--- src/inc/gated_timer_map.svh ---
`ifndef GATED_TIMER_MAP_SVH
`define GATED_TIMER_MAP_SVH
// Register indices; byte address is four times the index
`define IDX_INT_CTL       10'h00b
`define IDX_PERIPH_FLAG   10'h00c
`define IDX_COUNT_LOW     10'h00e
`define IDX_COUNT_HIGH    10'h00f
`define IDX_TIMER_CTL     10'h010
`define IDX_CMP_CTL       10'h01a
`define IDX_PERIPH_EN     10'h08c
// Timer control fields
`define CTL_ON_BIT        0
`define CTL_CS_BIT        1
`define CTL_SYNC_BIT      2
`define CTL_LPO_BIT       3
`define CTL_PS_LSB        4
`define CTL_PS_MSB        5
`define CTL_GE_BIT        6
`define CTL_GINV_BIT      7
// Other register fields
`define FLAG_OVF_BIT      0
`define EN_OVF_BIT        0
`define INT_PERIPHERAL_INTERRUPT_ENABLE_BIT      6
`define INT_GIE_BIT       7
`define CMP_GSS_BIT       1
`define CMP_C2SYNC_BIT    0
// Reset values and the count limit
`define RST_TIMER_CTL     8'h00
`define RST_CMP_CTL       8'h02
`define RST_ZERO8         8'h00
`define RST_COUNT         16'h0000
`define COUNT_MAX         16'hffff
// System clocks per instruction cycle
`define CLK_PER_INSTR     4
`endif

--- src/inc/gated_timer_pkg.sv ---
package gated_timer_pkg;
  // Counting mode, one-hot
  typedef enum logic [2:0] {
    MODE_TIMER     = 3'b001,
    MODE_SYNC_CNT  = 3'b010,
    MODE_ASYNC_CNT = 3'b100
  } count_mode_t;
  typedef logic [7:0] byte_t;
endpackage

--- src/hw/timer_input_sync.sv ---
`timescale 1ns/10ps
`default_nettype none
// Three-stage pin synchroniser; a level is taken once stages two and three agree
module timer_input_sync #(
  parameter int WIDTH = 1
) (
  input  wire logic             clk_sys_i,
  input  wire logic             rst_i,
  input  wire logic             ce_i,
  input  wire logic [WIDTH-1:0] pin_i,
  output logic      [WIDTH-1:0] level_o
);
  logic [WIDTH-1:0] s1_r;
  logic [WIDTH-1:0] s2_r;
  logic [WIDTH-1:0] s3_r;
  logic [WIDTH-1:0] level_nxt;

  // Refuse a chain with no bits at elaboration
  if (WIDTH < 1) begin : g_bad_width
    $error("timer_input_sync: WIDTH must be at least 1");
  end

  // Only stages two and three feed the agreement test
  genvar g;
  generate
    for (g = 0; g < WIDTH; g++) begin : g_bit
      assign level_nxt[g] = (s2_r[g] == s3_r[g]) ? s3_r[g] : level_o[g];
    end
  endgenerate

  // Chain of three, then the agreed level
  always_ff @(posedge clk_sys_i) begin
    if (rst_i) begin
      s1_r    <= '0;
      s2_r    <= '0;
      s3_r    <= '0;
      level_o <= '0;
    end else if (ce_i) begin
      s1_r    <= pin_i;
      s2_r    <= s1_r;
      s3_r    <= s2_r;
      level_o <= level_nxt;
    end
  end
endmodule // timer_input_sync
`default_nettype wire

--- src/hw/timer_prescaler.sv ---
`timescale 1ns/10ps
`default_nettype none
// Divides a tick stream by 1, 2, 4 or 8
module timer_prescaler (
  input  wire logic       clk_sys_i,
  input  wire logic       rst_i,
  input  wire logic       ce_i,
  input  wire logic       clear_i,
  input  wire logic       tick_i,
  input  wire logic [1:0] sel_i,
  output logic            pulse_o
);
  logic [2:0] cnt_r;
  logic [2:0] mask;
  logic       last;

  // Low bits that must all be set before a tick passes
  assign mask = (sel_i == 2'h0) ? 3'h0 :
                (sel_i == 2'h1) ? 3'h1 :
                (sel_i == 2'h2) ? 3'h3 : 3'h7;
  assign last = ((cnt_r & mask) == mask);

  // Clear wins over a tick so a count write restarts the division
  always_ff @(posedge clk_sys_i) begin
    if (rst_i) begin
      cnt_r   <= 3'h0;
      pulse_o <= 1'b0;
    end else if (ce_i) begin
      pulse_o <= tick_i & last & ~clear_i;
      if (clear_i) begin
        cnt_r <= 3'h0;
      end else if (tick_i) begin
        cnt_r <= last ? 3'h0 : cnt_r + 3'h1;
      end
    end
  end
endmodule // timer_prescaler
`default_nettype wire

--- src/hw/gated_sixteen_bit_timer.sv ---
`timescale 1ns/10ps
`default_nettype none
`include "gated_timer_map.svh"

module gated_sixteen_bit_timer
  import gated_timer_pkg::*;
#(
  parameter int PADDR_W       = 12,
  parameter int CLK_PER_INSTR = `CLK_PER_INSTR
) (
  input  wire logic               clk_sys_i,
  input  wire logic               rst_i,
  input  wire logic               ce_i,
  input  wire logic               psel_i,
  input  wire logic               penable_i,
  input  wire logic               pwrite_i,
  input  wire logic [PADDR_W-1:0] paddr_i,
  input  wire logic [31:0]        pwdata_i,
  output logic      [31:0]        prdata_o,
  output logic                    pready_o,
  output logic                    pslverr_o,
  input  wire logic               external_count_input_i,
  input  wire logic               gate_input_pin_i,
  input  wire logic               second_comparator_output_i,
  input  wire logic               low_power_oscillator_i,
  input  wire logic               internal_oscillator_no_clkout_i,
  input  wire logic               sleep_i,
  output logic                    irq_o,
  output logic                    wake_o
);
  localparam int PH_W = (CLK_PER_INSTR > 1) ? $clog2(CLK_PER_INSTR) : 1;
  localparam logic [PH_W-1:0] PH_LAST = PH_W'(CLK_PER_INSTR - 1);

  // Elaboration checks: the decode needs 12 address bits
  if (PADDR_W < 12) begin : g_bad_addr
    $error("gated_sixteen_bit_timer: PADDR_W below 12");
  end
  if (CLK_PER_INSTR < 1) begin : g_bad_rate
    $error("gated_sixteen_bit_timer: bad CLK_PER_INSTR");
  end

  // Register state
  byte_t       ctl_r;
  byte_t       cmp_ctl_r;
  logic        flag_r;
  logic        ovf_en_r;
  logic        peripheral_interrupt_enable_r;
  logic        gie_r;
  logic [15:0] cnt_r;
  logic [15:0] cnt_nxt;
  logic        flag_nxt;
  logic [PH_W-1:0] phase_r;
  logic        src_prev_r;
  logic        armed_r;
  logic [31:0] rdata_nxt;
  logic        hit_nxt;

  // Synchronised pins: count input, gate pin, comparator, oscillator
  logic [3:0] pins_sync;
  timer_input_sync #(
    .WIDTH (4)
  ) u_sync (
    .clk_sys_i (clk_sys_i),
    .rst_i     (rst_i),
    .ce_i      (ce_i),
    .pin_i     ({low_power_oscillator_i, second_comparator_output_i,
                 gate_input_pin_i, external_count_input_i}),
    .level_o   (pins_sync)
  );

  // Control field decode
  wire       tmr_on   = ctl_r[`CTL_ON_BIT];
  wire       cs_ext   = ctl_r[`CTL_CS_BIT];
  wire       no_sync  = ctl_r[`CTL_SYNC_BIT];
  wire       lpo_en   = ctl_r[`CTL_LPO_BIT];
  wire [1:0] ps_sel   = ctl_r[`CTL_PS_MSB:`CTL_PS_LSB];
  wire       gate_en  = ctl_r[`CTL_GE_BIT];
  wire       gate_inv = ctl_r[`CTL_GINV_BIT];
  wire       gss      = cmp_ctl_r[`CMP_GSS_BIT];

  // Mode from source and sync bits; sync bit ignored on internal clock
  count_mode_t mode;
  assign mode = !cs_ext ? MODE_TIMER :
                (no_sync ? MODE_ASYNC_CNT : MODE_SYNC_CNT);

  // Low-power oscillator replaces the pin only when the core allows it
  wire use_lpo = lpo_en & internal_oscillator_no_clkout_i;
  wire ext_src = use_lpo ? pins_sync[3] : pins_sync[0];

  // Edge detection on the selected external source
  wire ext_rise = ext_src & ~src_prev_r;
  wire ext_fall = ~ext_src & src_prev_r;

  // Instruction cycle tick from the system clock
  wire instr_tick = (phase_r == PH_LAST);

  // Gate: source, polarity, then enable; ignored while off
  wire gate_sig    = gss ? pins_sync[2] : pins_sync[1];
  wire gate_active = gate_inv ? gate_sig : ~gate_sig;
  wire gate_ok     = ~gate_en | gate_active;

  // Only asynchronous counting survives sleep
  wire awake_ok = ~sleep_i | (mode == MODE_ASYNC_CNT);
  wire count_ok = tmr_on & gate_ok & awake_ok;

  // Raw counting clock per mode
  logic raw_tick;
  always_comb begin
    raw_tick = 1'b0;
    unique case (mode)
      MODE_TIMER:     raw_tick = instr_tick;
      MODE_SYNC_CNT,
      MODE_ASYNC_CNT: raw_tick = ext_rise & armed_r;
    endcase
  end

  // APB decode
  wire [9:0] widx      = paddr_i[11:2];
  wire       setup     = psel_i & ~penable_i;
  wire       access_wr = psel_i & penable_i & pready_o & pwrite_i;
  wire       sel_int   = (widx == `IDX_INT_CTL);
  wire       sel_flag  = (widx == `IDX_PERIPH_FLAG);
  wire       sel_low   = (widx == `IDX_COUNT_LOW);
  wire       sel_high  = (widx == `IDX_COUNT_HIGH);
  wire       sel_ctl   = (widx == `IDX_TIMER_CTL);
  wire       sel_cmp   = (widx == `IDX_CMP_CTL);
  wire       sel_en    = (widx == `IDX_PERIPH_EN);
  wire       mapped    = sel_int | sel_flag | sel_low | sel_high |
                         sel_ctl | sel_cmp | sel_en;
  wire       wr_low    = access_wr & sel_low;
  wire       wr_high   = access_wr & sel_high;
  wire       wr_count  = wr_low | wr_high;

  // Prescaler, cleared by any count byte write
  logic ps_pulse;
  timer_prescaler u_ps (
    .clk_sys_i (clk_sys_i),
    .rst_i     (rst_i),
    .ce_i      (ce_i),
    .clear_i   (wr_count),
    .tick_i    (raw_tick & count_ok),
    .sel_i     (ps_sel),
    .pulse_o   (ps_pulse)
  );

  // One increment per pulse; a byte write wins over the increment
  wire inc      = ps_pulse & ~wr_count;
  wire overflow = inc & (cnt_r == `COUNT_MAX);
  always_comb begin
    cnt_nxt = inc ? cnt_r + 16'h0001 : cnt_r;
    if (wr_low) begin
      cnt_nxt[7:0] = pwdata_i[7:0];
    end
    if (wr_high) begin
      cnt_nxt[15:8] = pwdata_i[7:0];
    end
  end

  // Overflow set beats a software clear in the same cycle
  assign flag_nxt = overflow |
                    ((access_wr & sel_flag) ? pwdata_i[`FLAG_OVF_BIT] : flag_r);

  // Read mux; unused bits read zero
  assign rdata_nxt =
      sel_int  ? {24'h0, gie_r, peripheral_interrupt_enable_r, 6'h00} :
      sel_flag ? {31'h0, flag_r} :
      sel_low  ? {24'h0, cnt_r[7:0]} :
      sel_high ? {24'h0, cnt_r[15:8]} :
      sel_ctl  ? {24'h0, ctl_r} :
      sel_cmp  ? {24'h0, cmp_ctl_r} :
      sel_en   ? {31'h0, ovf_en_r} : 32'h0;
  assign hit_nxt = mapped;

  // Bus answer: ready in the first access cycle, data captured at setup
  always_ff @(posedge clk_sys_i) begin
    if (rst_i) begin
      pready_o  <= 1'b0;
      pslverr_o <= 1'b0;
      prdata_o  <= 32'h0;
    end else if (ce_i) begin
      pready_o  <= setup;
      pslverr_o <= setup & ~hit_nxt;
      prdata_o  <= (setup & ~pwrite_i) ? rdata_nxt : 32'h0;
    end
  end

  // Software registers
  always_ff @(posedge clk_sys_i) begin
    if (rst_i) begin
      ctl_r     <= `RST_TIMER_CTL;
      cmp_ctl_r <= `RST_CMP_CTL;
      ovf_en_r  <= 1'b0;
      peripheral_interrupt_enable_r    <= 1'b0;
      gie_r     <= 1'b0;
    end else if (ce_i && access_wr) begin
      if (sel_ctl) ctl_r <= pwdata_i[7:0];
      if (sel_cmp) cmp_ctl_r <= {6'h00, pwdata_i[1:0]};
      if (sel_en)  ovf_en_r <= pwdata_i[`EN_OVF_BIT];
      if (sel_int) begin
        peripheral_interrupt_enable_r <= pwdata_i[`INT_PERIPHERAL_INTERRUPT_ENABLE_BIT];
        gie_r  <= pwdata_i[`INT_GIE_BIT];
      end
    end
  end

  // Counter, flag and phase
  always_ff @(posedge clk_sys_i) begin
    if (rst_i) begin
      cnt_r   <= `RST_COUNT;
      flag_r  <= 1'b0;
      phase_r <= '0;
    end else if (ce_i) begin
      cnt_r   <= cnt_nxt;
      flag_r  <= flag_nxt;
      phase_r <= instr_tick ? '0 : phase_r + PH_W'(1);
    end
  end

  // Arming: cleared while the timer is off or on the internal clock, so each start
  // needs a fresh falling edge before its first rising edge counts
  always_ff @(posedge clk_sys_i) begin
    if (rst_i) begin
      src_prev_r <= 1'b0;
      armed_r    <= 1'b0;
    end else if (ce_i) begin
      src_prev_r <= ext_src;
      if (!(tmr_on && cs_ext)) begin
        armed_r <= 1'b0;
      end else if (ext_fall) begin
        armed_r <= 1'b1;
      end
    end
  end

  // Interrupt request and sleep wake, both registered
  wire irq_nxt  = flag_r & ovf_en_r & peripheral_interrupt_enable_r & gie_r;
  wire wake_nxt = overflow & sleep_i & ovf_en_r & peripheral_interrupt_enable_r &
                  (mode == MODE_ASYNC_CNT);
  always_ff @(posedge clk_sys_i) begin
    if (rst_i) begin
      irq_o  <= 1'b0;
      wake_o <= 1'b0;
    end else if (ce_i) begin
      irq_o  <= irq_nxt;
      wake_o <= wake_nxt;
    end
  end
endmodule // gated_sixteen_bit_timer
`default_nettype wire

--- config.mk ---
export PLATFORM = sky130hd
export DESIGN_NAME = gated_sixteen_bit_timer
export DESIGN_NICKNAME = d
export VERILOG_FILES = /design/src/inc/gated_timer_pkg.sv /design/src/hw/timer_input_sync.sv /design/src/hw/timer_prescaler.sv /design/src/hw/gated_sixteen_bit_timer.sv
export VERILOG_INCLUDE_DIRS = /design/src /design/src/inc
export SDC_FILE = /design/constraint.sdc
export NUM_CORES = 1
export LEC_CHECK = 0
export BUFFER_PORTS_ARGS = -buffer_cell sky130_fd_sc_hd__buf_2
export CAP_MARGIN = 10
export CORE_ASPECT_RATIO = 1.1
export CORE_MARGIN = 10
export CORE_UTILIZATION = 46
export DETAILED_ROUTE_END_ITERATION = 7
export PLACE_DENSITY = 0.7
export SYNTH_ARGS = -nofsm -noshare
export SYNTH_HDL_FRONTEND = slang
export SYNTH_SLANG_ARGS = --single-unit
export TNS_END_PERCENT = 20
--- constraint.sdc ---
create_clock -name clk_sys_i -period 4.72 [get_ports clk_sys_i]
set_clock_uncertainty 0.15 [all_clocks]
set_input_delay 0 -clock clk_sys_i [delete_from_list [all_inputs] [get_ports clk_sys_i]]
set_output_delay 0 -clock clk_sys_i [all_outputs]
set_load 0.03 [all_outputs]
# ---- Yosys cells after proc, flatten, opt, wreduce, memory -nomap -nowiden
# Cells that the tools add are included.
dict set report classes {
  n_addsub 3
  eq_ne 20
  n_mux 27
  n_bitwise 47
  n_reduce_logical 19
}
# op count
set op_table {}
lappend op_table {{$mux W8} 8}
lappend op_table {{$eq A10 B4 Y1 const B} 4}
lappend op_table {{$and A1 B1 Y1} 27}
lappend op_table {{$mux W3} 8}
lappend op_table {{$reduce_and A2 Y1} 12}
lappend op_table {{$eq A10 B5 Y1 const B} 2}
lappend op_table {{$add A16 B1 Y16 const B} 1}
lappend op_table {{$eq A16 B16 Y1 const B} 1}
lappend op_table {{$mux W16} 1}
lappend op_table {{$eq A10 B8 Y1 const B} 1}
lappend op_table {{$or A1 B1 Y1} 10}
lappend op_table {{$not A1 Y1} 9}
lappend op_table {{$mux W1} 7}
lappend op_table {{$reduce_bool A2 Y1} 3}
lappend op_table {{$eq A1 B1 Y1} 4}
lappend op_table {{$eq A2 B2 Y1 const B} 2}
lappend op_table {{$mux W2} 2}
lappend op_table {{$add A3 B1 Y3 const B} 1}
lappend op_table {{$and A3 B3 Y3} 1}
lappend op_table {{$eq A3 B1 Y1 const B} 1}
lappend op_table {{$eq A3 B2 Y1 const B} 1}
lappend op_table {{$eq A3 B3 Y1} 1}
lappend op_table {{$eq A3 B3 Y1 const B} 1}
lappend op_table {{$add A2 B1 Y2 const B} 1}
lappend op_table {{6 further kinds} 7}
dict set report totals {
  register_bits 90
  input_bits 56
  output_inout_bits 36
  wordCells 141
}

# ---- Depth between registers and ports, before layout
# Gate-level depths: netlist of the first run.
dict set report depth {
  ltp_word 12
  mapped_depth 8
  mapped_depth_nobuf 6
}

# ---- Hierarchy
# A second synthesis of the first run with hierarchy kept.
dict set report hier_totals {
  hier_cells 450
  area_unflattened_um2 3865.0
}
# module instances cells_each area_each_um2 seq_area_each_um2
set modules_own_cells {}
lappend modules_own_cells {gated_sixteen_bit_timer 1 361 2941.6 920.9}
lappend modules_own_cells {timer_input_sync 1 64 700.7 320.3}
lappend modules_own_cells {timer_prescaler 1 25 222.7 80.1}

# ---- Least setup slack after synthesis of the first run
# Ideal clock, no wire load.
dict set report synth_path {
  path_type {flip-flop to flip-flop}
  from {register pready_o}
  to {register cnt_r[1]}
  setup_time_ns 0.128
  arrival_time_ns 1.893
  t_required_ns 4.442
  setup_slack_ns 2.549
  stages_incl_launch_ff 7
  path_buffers 1
  synth_period_minus_slack_ns 2.171
  path_cell_list {dfxtp_1 -> nand4_1 -> nor4_4 -> buf_6 -> mux2_2 -> mux2i_1 -> nor2_1}
}
dict set report synth_between {
  elab_chain_len 8
  elab_cells_between_ends 10
  classes_between {mux (1); bitwise (7); reduce/logical (2)}
}
# element line_no
set synth_lines {}
lappend synth_lines {{start, declared} gated_sixteen_bit_timer.sv:20} ;# output logic pready_o,
lappend synth_lines {{start signal, assigned} gated_sixteen_bit_timer.sv:181} ;# pready_o <= setup;
lappend synth_lines {{$and A1 B1 Y1 (*) (2 in series)} gated_sixteen_bit_timer.sv:120} ;# wire access_wr = psel_i & penable_i & pready_o & pwrite_i;
lappend synth_lines {{$and A1 B1 Y1 (on tied branches)} {gated_sixteen_bit_timer.sv:130, gated_sixteen_bit_timer.sv:131}}
lappend synth_lines {{$or A1 B1 Y1} gated_sixteen_bit_timer.sv:132} ;# wire wr_count = wr_low | wr_high;
lappend synth_lines {{$not A1 Y1} gated_sixteen_bit_timer.sv:147} ;# wire inc = ps_pulse & ~wr_count;
lappend synth_lines {{$and A1 B1 Y1} gated_sixteen_bit_timer.sv:147}
lappend synth_lines {{$reduce_bool A2 Y1 (no line)} n/a}
lappend synth_lines {{$reduce_and A2 Y1 (no line)} n/a}
lappend synth_lines {{end signal, assigned} gated_sixteen_bit_timer.sv:209} ;# cnt_r <= `RST_COUNT;
lappend synth_lines {{end signal, assigned} gated_sixteen_bit_timer.sv:213} ;# cnt_r <= cnt_nxt;
lappend synth_lines {{end, declared} gated_sixteen_bit_timer.sv:49} ;# logic [15:0] cnt_r;
# Mark *: on every way between the ends. The rest lies on a longest branch, timed or not.
# A chain may end at the register's enable or synchronous reset.

# ---- Worst setup path in the final report of the first run
dict set report layout_path {
  from {input port paddr_i[5]}
  to {register cnt_r[4]}
}
dict set report layout_between {
  elab_chain_len 7
  elab_cells_between_ends 10
  classes_between {eq/ne (2); mux (1); bitwise (5); reduce/logical (2)}
}
# element line_no
set layout_lines {}
lappend layout_lines {{start, declared} gated_sixteen_bit_timer.sv:17} ;# input wire logic [PADDR_W-1:0] paddr_i,
lappend layout_lines {{$eq A10 B4 Y1 (no line)} n/a}
lappend layout_lines {{$and A1 B1 Y1 (on tied branches)} {gated_sixteen_bit_timer.sv:130, gated_sixteen_bit_timer.sv:131}}
lappend layout_lines {{$or A1 B1 Y1} gated_sixteen_bit_timer.sv:132}
lappend layout_lines {{$not A1 Y1} gated_sixteen_bit_timer.sv:147}
lappend layout_lines {{$and A1 B1 Y1} gated_sixteen_bit_timer.sv:147}
lappend layout_lines {{$reduce_bool A2 Y1 (no line)} n/a}
lappend layout_lines {{$reduce_and A2 Y1 (no line)} n/a}
# Several ways; a longest one is shown, not always the timed one.

==> flow_summary_export.csv, run 1 <==
group,metric,value,unit
clock_tree,numCtsBuffers,9,
synthesis,synth_edf_count,0,
floorplanning,pin_count,92,
clock_tree,clock_sinks,66,
synthesis,syn_area,3820,um2
synthesis,ys.flop_type,"dfxtp_1",
final_layout,layout-drive-gt1-share,0.149,
critical_path,end_kind,"flip-flop",
critical_path,crit_family,"simple AND/OR/NAND/NOR gates",
place,dp_hpwl,7660,um
place,place_congestion,0.933,
global_routing,grt_pass1_wl,17700,um
final_layout,fill_cells,754,
timing,fmax,0.376,GHz
power,p_leak,1.69,nW
final_layout,final_common_cell,"dfxtp_1",
timing,drv_slew,0,
synthesis,synthAdderAreaFrac,0.00982,
route,vias_per_cell,5.78,
synthesis,synthDistinctLibCells,65,
clock_tree,cts_tree,"done",
synthesis,synth_mux_area_frac,0.0927,
final_layout,final_nets,571,
synthesis,synth_top_family_by_area,"simple AND/OR/NAND/NOR gates",
status,status,"finished, final reports clean",
global_routing,track_usage,0.177,
run,cap_violations,0,
floorplanning,die_y,116,um
critical_path,crit_fanout,20,
final_layout,seqCellArea,1320,um2
critical_path,crit_buf_inv,2,
floorplanning,initial_core_util,0.478,
floorplanning,die_width,107,um
worst_hold_path,hold_path.class,"input pin to flip-flop",
clock_tree,cts_resized,0,
synthesis,synth_compound_area_frac,0.188,
synthesis,synth-simple-area-share,0.270,
timing,setup_tns,0,ns
critical_path,cp_data_arrival_time,2.73,ns
floorplanning,row_count,34,
route,wl,10800,um
timing,rsz0062_at_grt,"no",
place,io_buffers,41,
synthesis,async_flop_share,0,
critical_path,cp_slowest_cell,"nor4_4",
global_routing,grt_max_degree,65,
critical_path,worstSetupPathType,"input pin to flip-flop",
critical_path,reg2reg_slack,2.14,ns
synthesis,synth_seq_cells,66,
clock_tree,clk_pin_slew,0.08,ns
synthesis,synth_xor_area_frac,0.00458,
clock_tree,clock_latency,0.36,ns
critical_path,cp_cell_sequence,"dlygate4sd3_1, buf_2, or4bb_4, nor4_4, a21oi_2, o21ai_0, a21oi_1",
timing,fin_crit,2.66,ns
synthesis,avgSynthCellArea,8.29,um2
timing,fin_crit_sh,0.564,
route,vias,3614,
timing,slew_headroom,0.366,
global_routing,first_global_vias,3451,
route,drc_errors,0,
clock_tree,clockBufferDepth,2,
route,drt_iter0_drc,275,
critical_path,cp-start-kind,"input pin",
final_layout,layout_common_cells,"66 x dfxtp_1, 48 x nor2_1, 45 x nand2_1, 41 x buf_2, 32 x mux2i_1",
floorplanning,core,8000,um2
critical_path,slowest_delay,0.85,ns
clock_tree,htreeDepth,3,
power,p_per_area,285,nW/um2
floorplanning,die_area,12400,um2
synthesis,synthCells,461,
final_layout,multiInputGateArea,2250,um2
global_routing,antenna_found_initial,0,
clock_tree,clock-root-buffer,"clkbuf_8",
global_routing,grt-ovfl-total,0,
critical_path,crit_required,4.79,ns
power,total_power,0.00125,W
route,ant_nets,0,
clock_tree,postCtsSetupRepairBufs,0,
timing,setup_viol,0,
power,vdd_drop_max,0.196,mV
route,dr.pass1.iters,6,
synthesis,synth_seq_area_share,0.346,
final_layout,diodes,0,
timing,hold_violations,0,
timing,worst_pin_slew,0.944,ns
final_layout,area_delta_synth_final,15.3,%
synthesis,synth_warnings,0,
route,wl_per_cell,17.2,um
-- final timing paths --
kind                from     endpoint  cells after the start
min            penable_i    pslverr_o                      4
min reg2reg  prdata_o[7]  prdata_o[7]                      2
max           paddr_i[5]     cnt_r[4]                      7
max reg2reg     pready_o     cnt_r[4]                      5
-- worst min-delay path, cell delays in order --
cell,delay [ns]
buf_2,0.09
nand3b_1,0.15
a2111oi_0,0.08
a22o_1,0.18
-- power by group --
group / total (W) / switching [W] / internal [W]
combinational: 0.000120 / 0.0000814 / 0.0000383
sequential: 0.000567 / 0.00000397 / 0.000563
clock: 0.000568 / 0.000260 / 0.000308
-- synth_stat cells (2+ instances only) --
library cell   n  share of area
dfxtp_1       66           0.35
nor2_1        48          0.047
nand2_1       45          0.044
mux2i_1       32          0.084
a21oi_1       29          0.038
buf_4         25          0.049
o21ai_0       24          0.031
nand3_1       17          0.022
clkbuf_1      16          0.016
and3_1        12          0.020
a21o_1        11          0.022
nand4_1       11          0.018
a31oi_1        7          0.011
nor3_1         7         0.0092
a22o_1         6          0.014
a211oi_1       5         0.0098
and4_1         5          0.011
o21ai_1        5         0.0065
or3_1          5         0.0082
inv_1          4         0.0039
nor2b_1        4         0.0065
nor4_1         4         0.0065
nor4_4         4          0.022
nor4b_1        4         0.0092
a221oi_1       3         0.0069
and2_1         3         0.0049
buf_1          3         0.0029
buf_6          3         0.0088
ha_1           3         0.0098
mux2_2         3         0.0088
or3_2          3         0.0059
a22oi_1        2         0.0039
nand2b_1       2         0.0033
nand3b_1       2         0.0039
nor3b_1        2         0.0039
nor4bb_1       2         0.0052
o211ai_1       2         0.0039
o22ai_1        2         0.0033
o31ai_1        2         0.0039
or3b_2         2         0.0046
or4_1          2         0.0039
-- cell type report --
cell class / instances / share of cell area
multi-input cells: 364 / 0.511
well taps: 108 / 0.0307
flip-flops and latches: 66 / 0.300
clock buffers: 9 / 0.0281
repair buffers: 66 / 0.102
inverters: 5 / 0.00426
clock inverters: 7 / 0.0244
-- timing repair --
item                                    CTS  global route
hold endpoints to repair                 41             0
endpoints found under the setup margin    0             0
hold buffers                             22             0
-- sequential cells by signal, indices dropped and copies added, names as in the netlist --
register / cells
armed_r: 1
peripheral_interrupt_enable_r: 1
cnt_r: 16
prdata_o: 8
flag_r: 1
u_ps.pulse_o: 1
u_ps.cnt_r: 3
irq_o: 1
wake_o: 1
ovf_en_r: 1
u_sync.s2_r: 4
ctl_r: 8
pslverr_o: 1
phase_r: 2
pready_o: 1
u_sync.s1_r: 4
cmp_ctl_r: 2
u_sync.s3_r: 4
gie_r: 1
u_sync.level_o: 4
src_prev_r: 1
-- cell families (layout without fill, tap and decap cells) --
group	count (synthesis)	count (layout)
other cells	1	24
fa+ha+maj	3	3
flops	66	66
mux	35	35
compound gates	112	112
xor+xnor	2	2
buf+inv	54	87
simple gates	188	188
-- per-layer routing --
layer / global-route usage / vias to the layer above / share of wire
met4: 0.0641 / 0 / 0.023
met5: 0 / - / 0
met3: 0.0511 / 21 / 0.093
met2: 0.294 / 156 / 0.47
met1: 0.213 / 1691 / 0.41
li1: - / 1746 / -
-- metrics by stage --
stage / area (um2) / instances / hold slack, ns / utilization / setup slack [ns]
2_1_floorplan: 3910 / 484 / -0.0173 / - / 2.55
3_3_place_gp: 3950 / 587 / 0.0883 / 0.494 / 2.12
3_5_place_dp: 3950 / 587 / 0.0951 / 0.494 / 2.08
4_1_cts: 4400 / 625 / 0.0181 / 0.551 / 2.10
5_1_grt: 4400 / 625 / 0.0697 / 0.551 / 1.88
6_report: 4400 / 625 / 0.0379 / 0.551 / 2.06
No activity file was read; power rests on OpenSTA's default activity.
==> run 2: changes to the inputs <==
==> constraint.sdc (replaced) <==
create_clock -name clk_sys_i -period 2.76 [get_ports clk_sys_i]
set_clock_uncertainty 0.15 [all_clocks]
set_input_delay 0 -clock clk_sys_i [delete_from_list [all_inputs] [get_ports clk_sys_i]]
set_output_delay 0 -clock clk_sys_i [all_outputs]
set_load 0.03 [all_outputs]
==> run 2 against run 1 <==
Design area rose by 0.82%. Sequential power grew 71%. Combinational power is 71% higher. Sequential share of layout area shrank 0.25 points. Largest cell class unchanged. Die area unchanged.
==> flow_summary_export.csv, run 2 (synthesis results as in run 1) <==
group,metric,value,unit
power,seq_power_share,0.469,
run,cap_violations,0,
timing,rsz0062_at_grt,"no",
timing,fin_crit,2.57,ns
critical_path,r2r_cells,5,
clock_tree,postCtsHoldBufs,24,
critical_path,crit_fanout,9,
floorplanning,die_area,12400,um2
final_layout,largest-register,"cnt_r",
place,io_buffers,41,
place,placedCellCount,592,
global_routing,antenna_found_initial,0,
timing,fin_crit_sh,0.931,
timing,setup_tns,0,ns
clock_tree,htreeDepth,3,
critical_path,worstSetupPathType,"input pin to flip-flop",
final_layout,final_common_cell,"dfxtp_1",
final_layout,top_regs,"cnt_r: 16 flops, ctl_r: 8 flops, prdata_o: 8 flops",
global_routing,grt-ovfl-total,0,
clock_tree,cts_tree,"done",
power,p_leak,1.73,nW
timing,slew_headroom,0.535,
critical_path,cp_slowest_cell,"dlygate4sd3_1",
clock_tree,postCtsSetupRepairBufs,0,
power,p_per_area,465,nW/um2
clock_tree,clock_latency,0.34,ns
route,wl,10800,um
place,place_congestion,0.962,
critical_path,cp-start-kind,"input pin",
critical_path,r2r-start,"pready_o",
floorplanning,core,8000,um2
clock_tree,clock_sinks,66,
final_layout,seqCellArea,1320,um2
timing,drv_slew,0,
final_layout,layout_common_cells,"66 x dfxtp_1, 48 x nor2_1, 45 x nand2_1, 41 x buf_2, 32 x mux2i_1",
route,wl_per_cell,17.1,um
final_layout,fin_cells,632,
route,ant_nets,0,
final_layout,final_nets,578,
route,drt_iter0_drc,205,
floorplanning,pin_count,92,
timing,setup_viol,0,
final_layout,multiInputGateArea,2250,um2
worst_hold_path,min_from,"sleep_i",
floorplanning,die_y,116,um
route,drc_errors,0,
timing,worst_pin_slew,0.688,ns
place,dp_hpwl,7810,um
route,dr.pass1.iters,4,
critical_path,crit_required,2.84,ns
final_layout,diodes,0,
final_layout,area_delta_synth_final,16.2,%
clock_tree,numCtsBuffers,9,
status,status,"finished, final reports clean",
critical_path,critPathCapture,"ovf_en_r",
critical_path,reg2reg_slack,0.58,ns
floorplanning,initial_core_util,0.478,
power,clockPowerShare,0.432,
timing,hold_violations,0,
power,vdd_drop_max,0.271,mV
power,comb_power_share,0.099,
critical_path,cp-startpoint,"paddr_i[5]",
critical_path,cp_cell_sequence,"dlygate4sd3_1, buf_2, nor4bb_1, buf_4, nand3_1, o21ai_0, a21oi_1, dlygate4sd3_1",
clock_tree,cts_resized,0,
critical_path,cpMostUsedCell,"dlygate4sd3_1",
critical_path,r2r-end,"ovf_en_r",
timing,fmax,0.389,GHz
floorplanning,row_count,34,
clock_tree,clockBufferDepth,2,
critical_path,end_kind,"flip-flop",
critical_path,cp_data_arrival_time,2.65,ns
global_routing,grt_max_degree,37,
clock_tree,clk_pin_slew,0.08,ns
final_layout,fill_cells,763,
power,p_int,0.00154,W
power,switching_share,0.256,
global_routing,grt_pass1_wl,17500,um
floorplanning,die_width,107,um
critical_path,slowest_delay,0.59,ns
clock_tree,clock-root-buffer,"clkbuf_8",
global_routing,first_global_vias,3437,
route,vias_per_cell,5.68,
final_layout,final_core_util,0.555,
worst_hold_path,hold_path.class,"input pin to flip-flop",
power,p_switching,0.000530,W
final_layout,largest_reg_flops,16,
final_layout,layout-drive-gt1-share,0.153,
global_routing,track_usage,0.174,
power,total_power,0.00207,W
route,vias,3587,
==> run 2: routing by layer <==
layer | vias up | wire length [um] | global-route usage
li1 | 1755 | - | -
met1 | 1680 | 4540 | 0.205
met2 | 138 | 5220 | 0.295
met3 | 14 | 815 | 0.0500
met4 | 0 | 206 | 0.0678
met5 | - | 0 | 0
==> run 2: worst max-delay path: cells and delay by family <==
kind                   cells  cell delay, ns
buffers and inverters      4            1.56
AO/OA/AOI/OAI              2            0.33
AND/OR/NAND/NOR            2            0.76
==> run 2: power groups by stage <==
stage	Combinational, W	Sequential (W)	Clock, W
final	0.000205	0.000969	0.000892
after global routing	0.000221	0.000970	0.000948
after CTS	0.000201	0.000969	0.000916
after detailed placement	0.000178	0.000991	0
after global placement	0.000176	0.000991	0
after floorplan	0.000145	0.000992	0
==> run 2: how the worst min path moves through the flow <==
stage,end,cells after the start
2_1_floorplan,cmp_ctl_r[1],2
3_3_place_gp,u_sync.s1_r[1],3
3_5_place_dp,u_sync.s1_r[1],3
4_1_cts,wake_o,5
5_1_grt,wake_o,5
6_report,wake_o,5
==> run 2: through the flow <==
stage	setup slack (ns)	hold WS [ns]	instance area (um2)
5_1_grt	0.164	0.0531	4440
3_5_place_dp	0.596	0.0956	3990
3_3_place_gp	0.592	0.0874	3990
2_1_floorplan	0.589	-0.0173	3910
4_1_cts	0.345	0.0235	4440
6_report	0.191	0.0417	4440
==> run 2: final cells by class <==
type	instances	share of cell area
Clock buffer	11	0.0296
Tap cell	108	0.0304
Sequential cell	66	0.298
Clock inverter	5	0.0178
Multi-Input combinational cell	364	0.507
Timing Repair Buffer	73	0.114
Inverter	5	0.00423
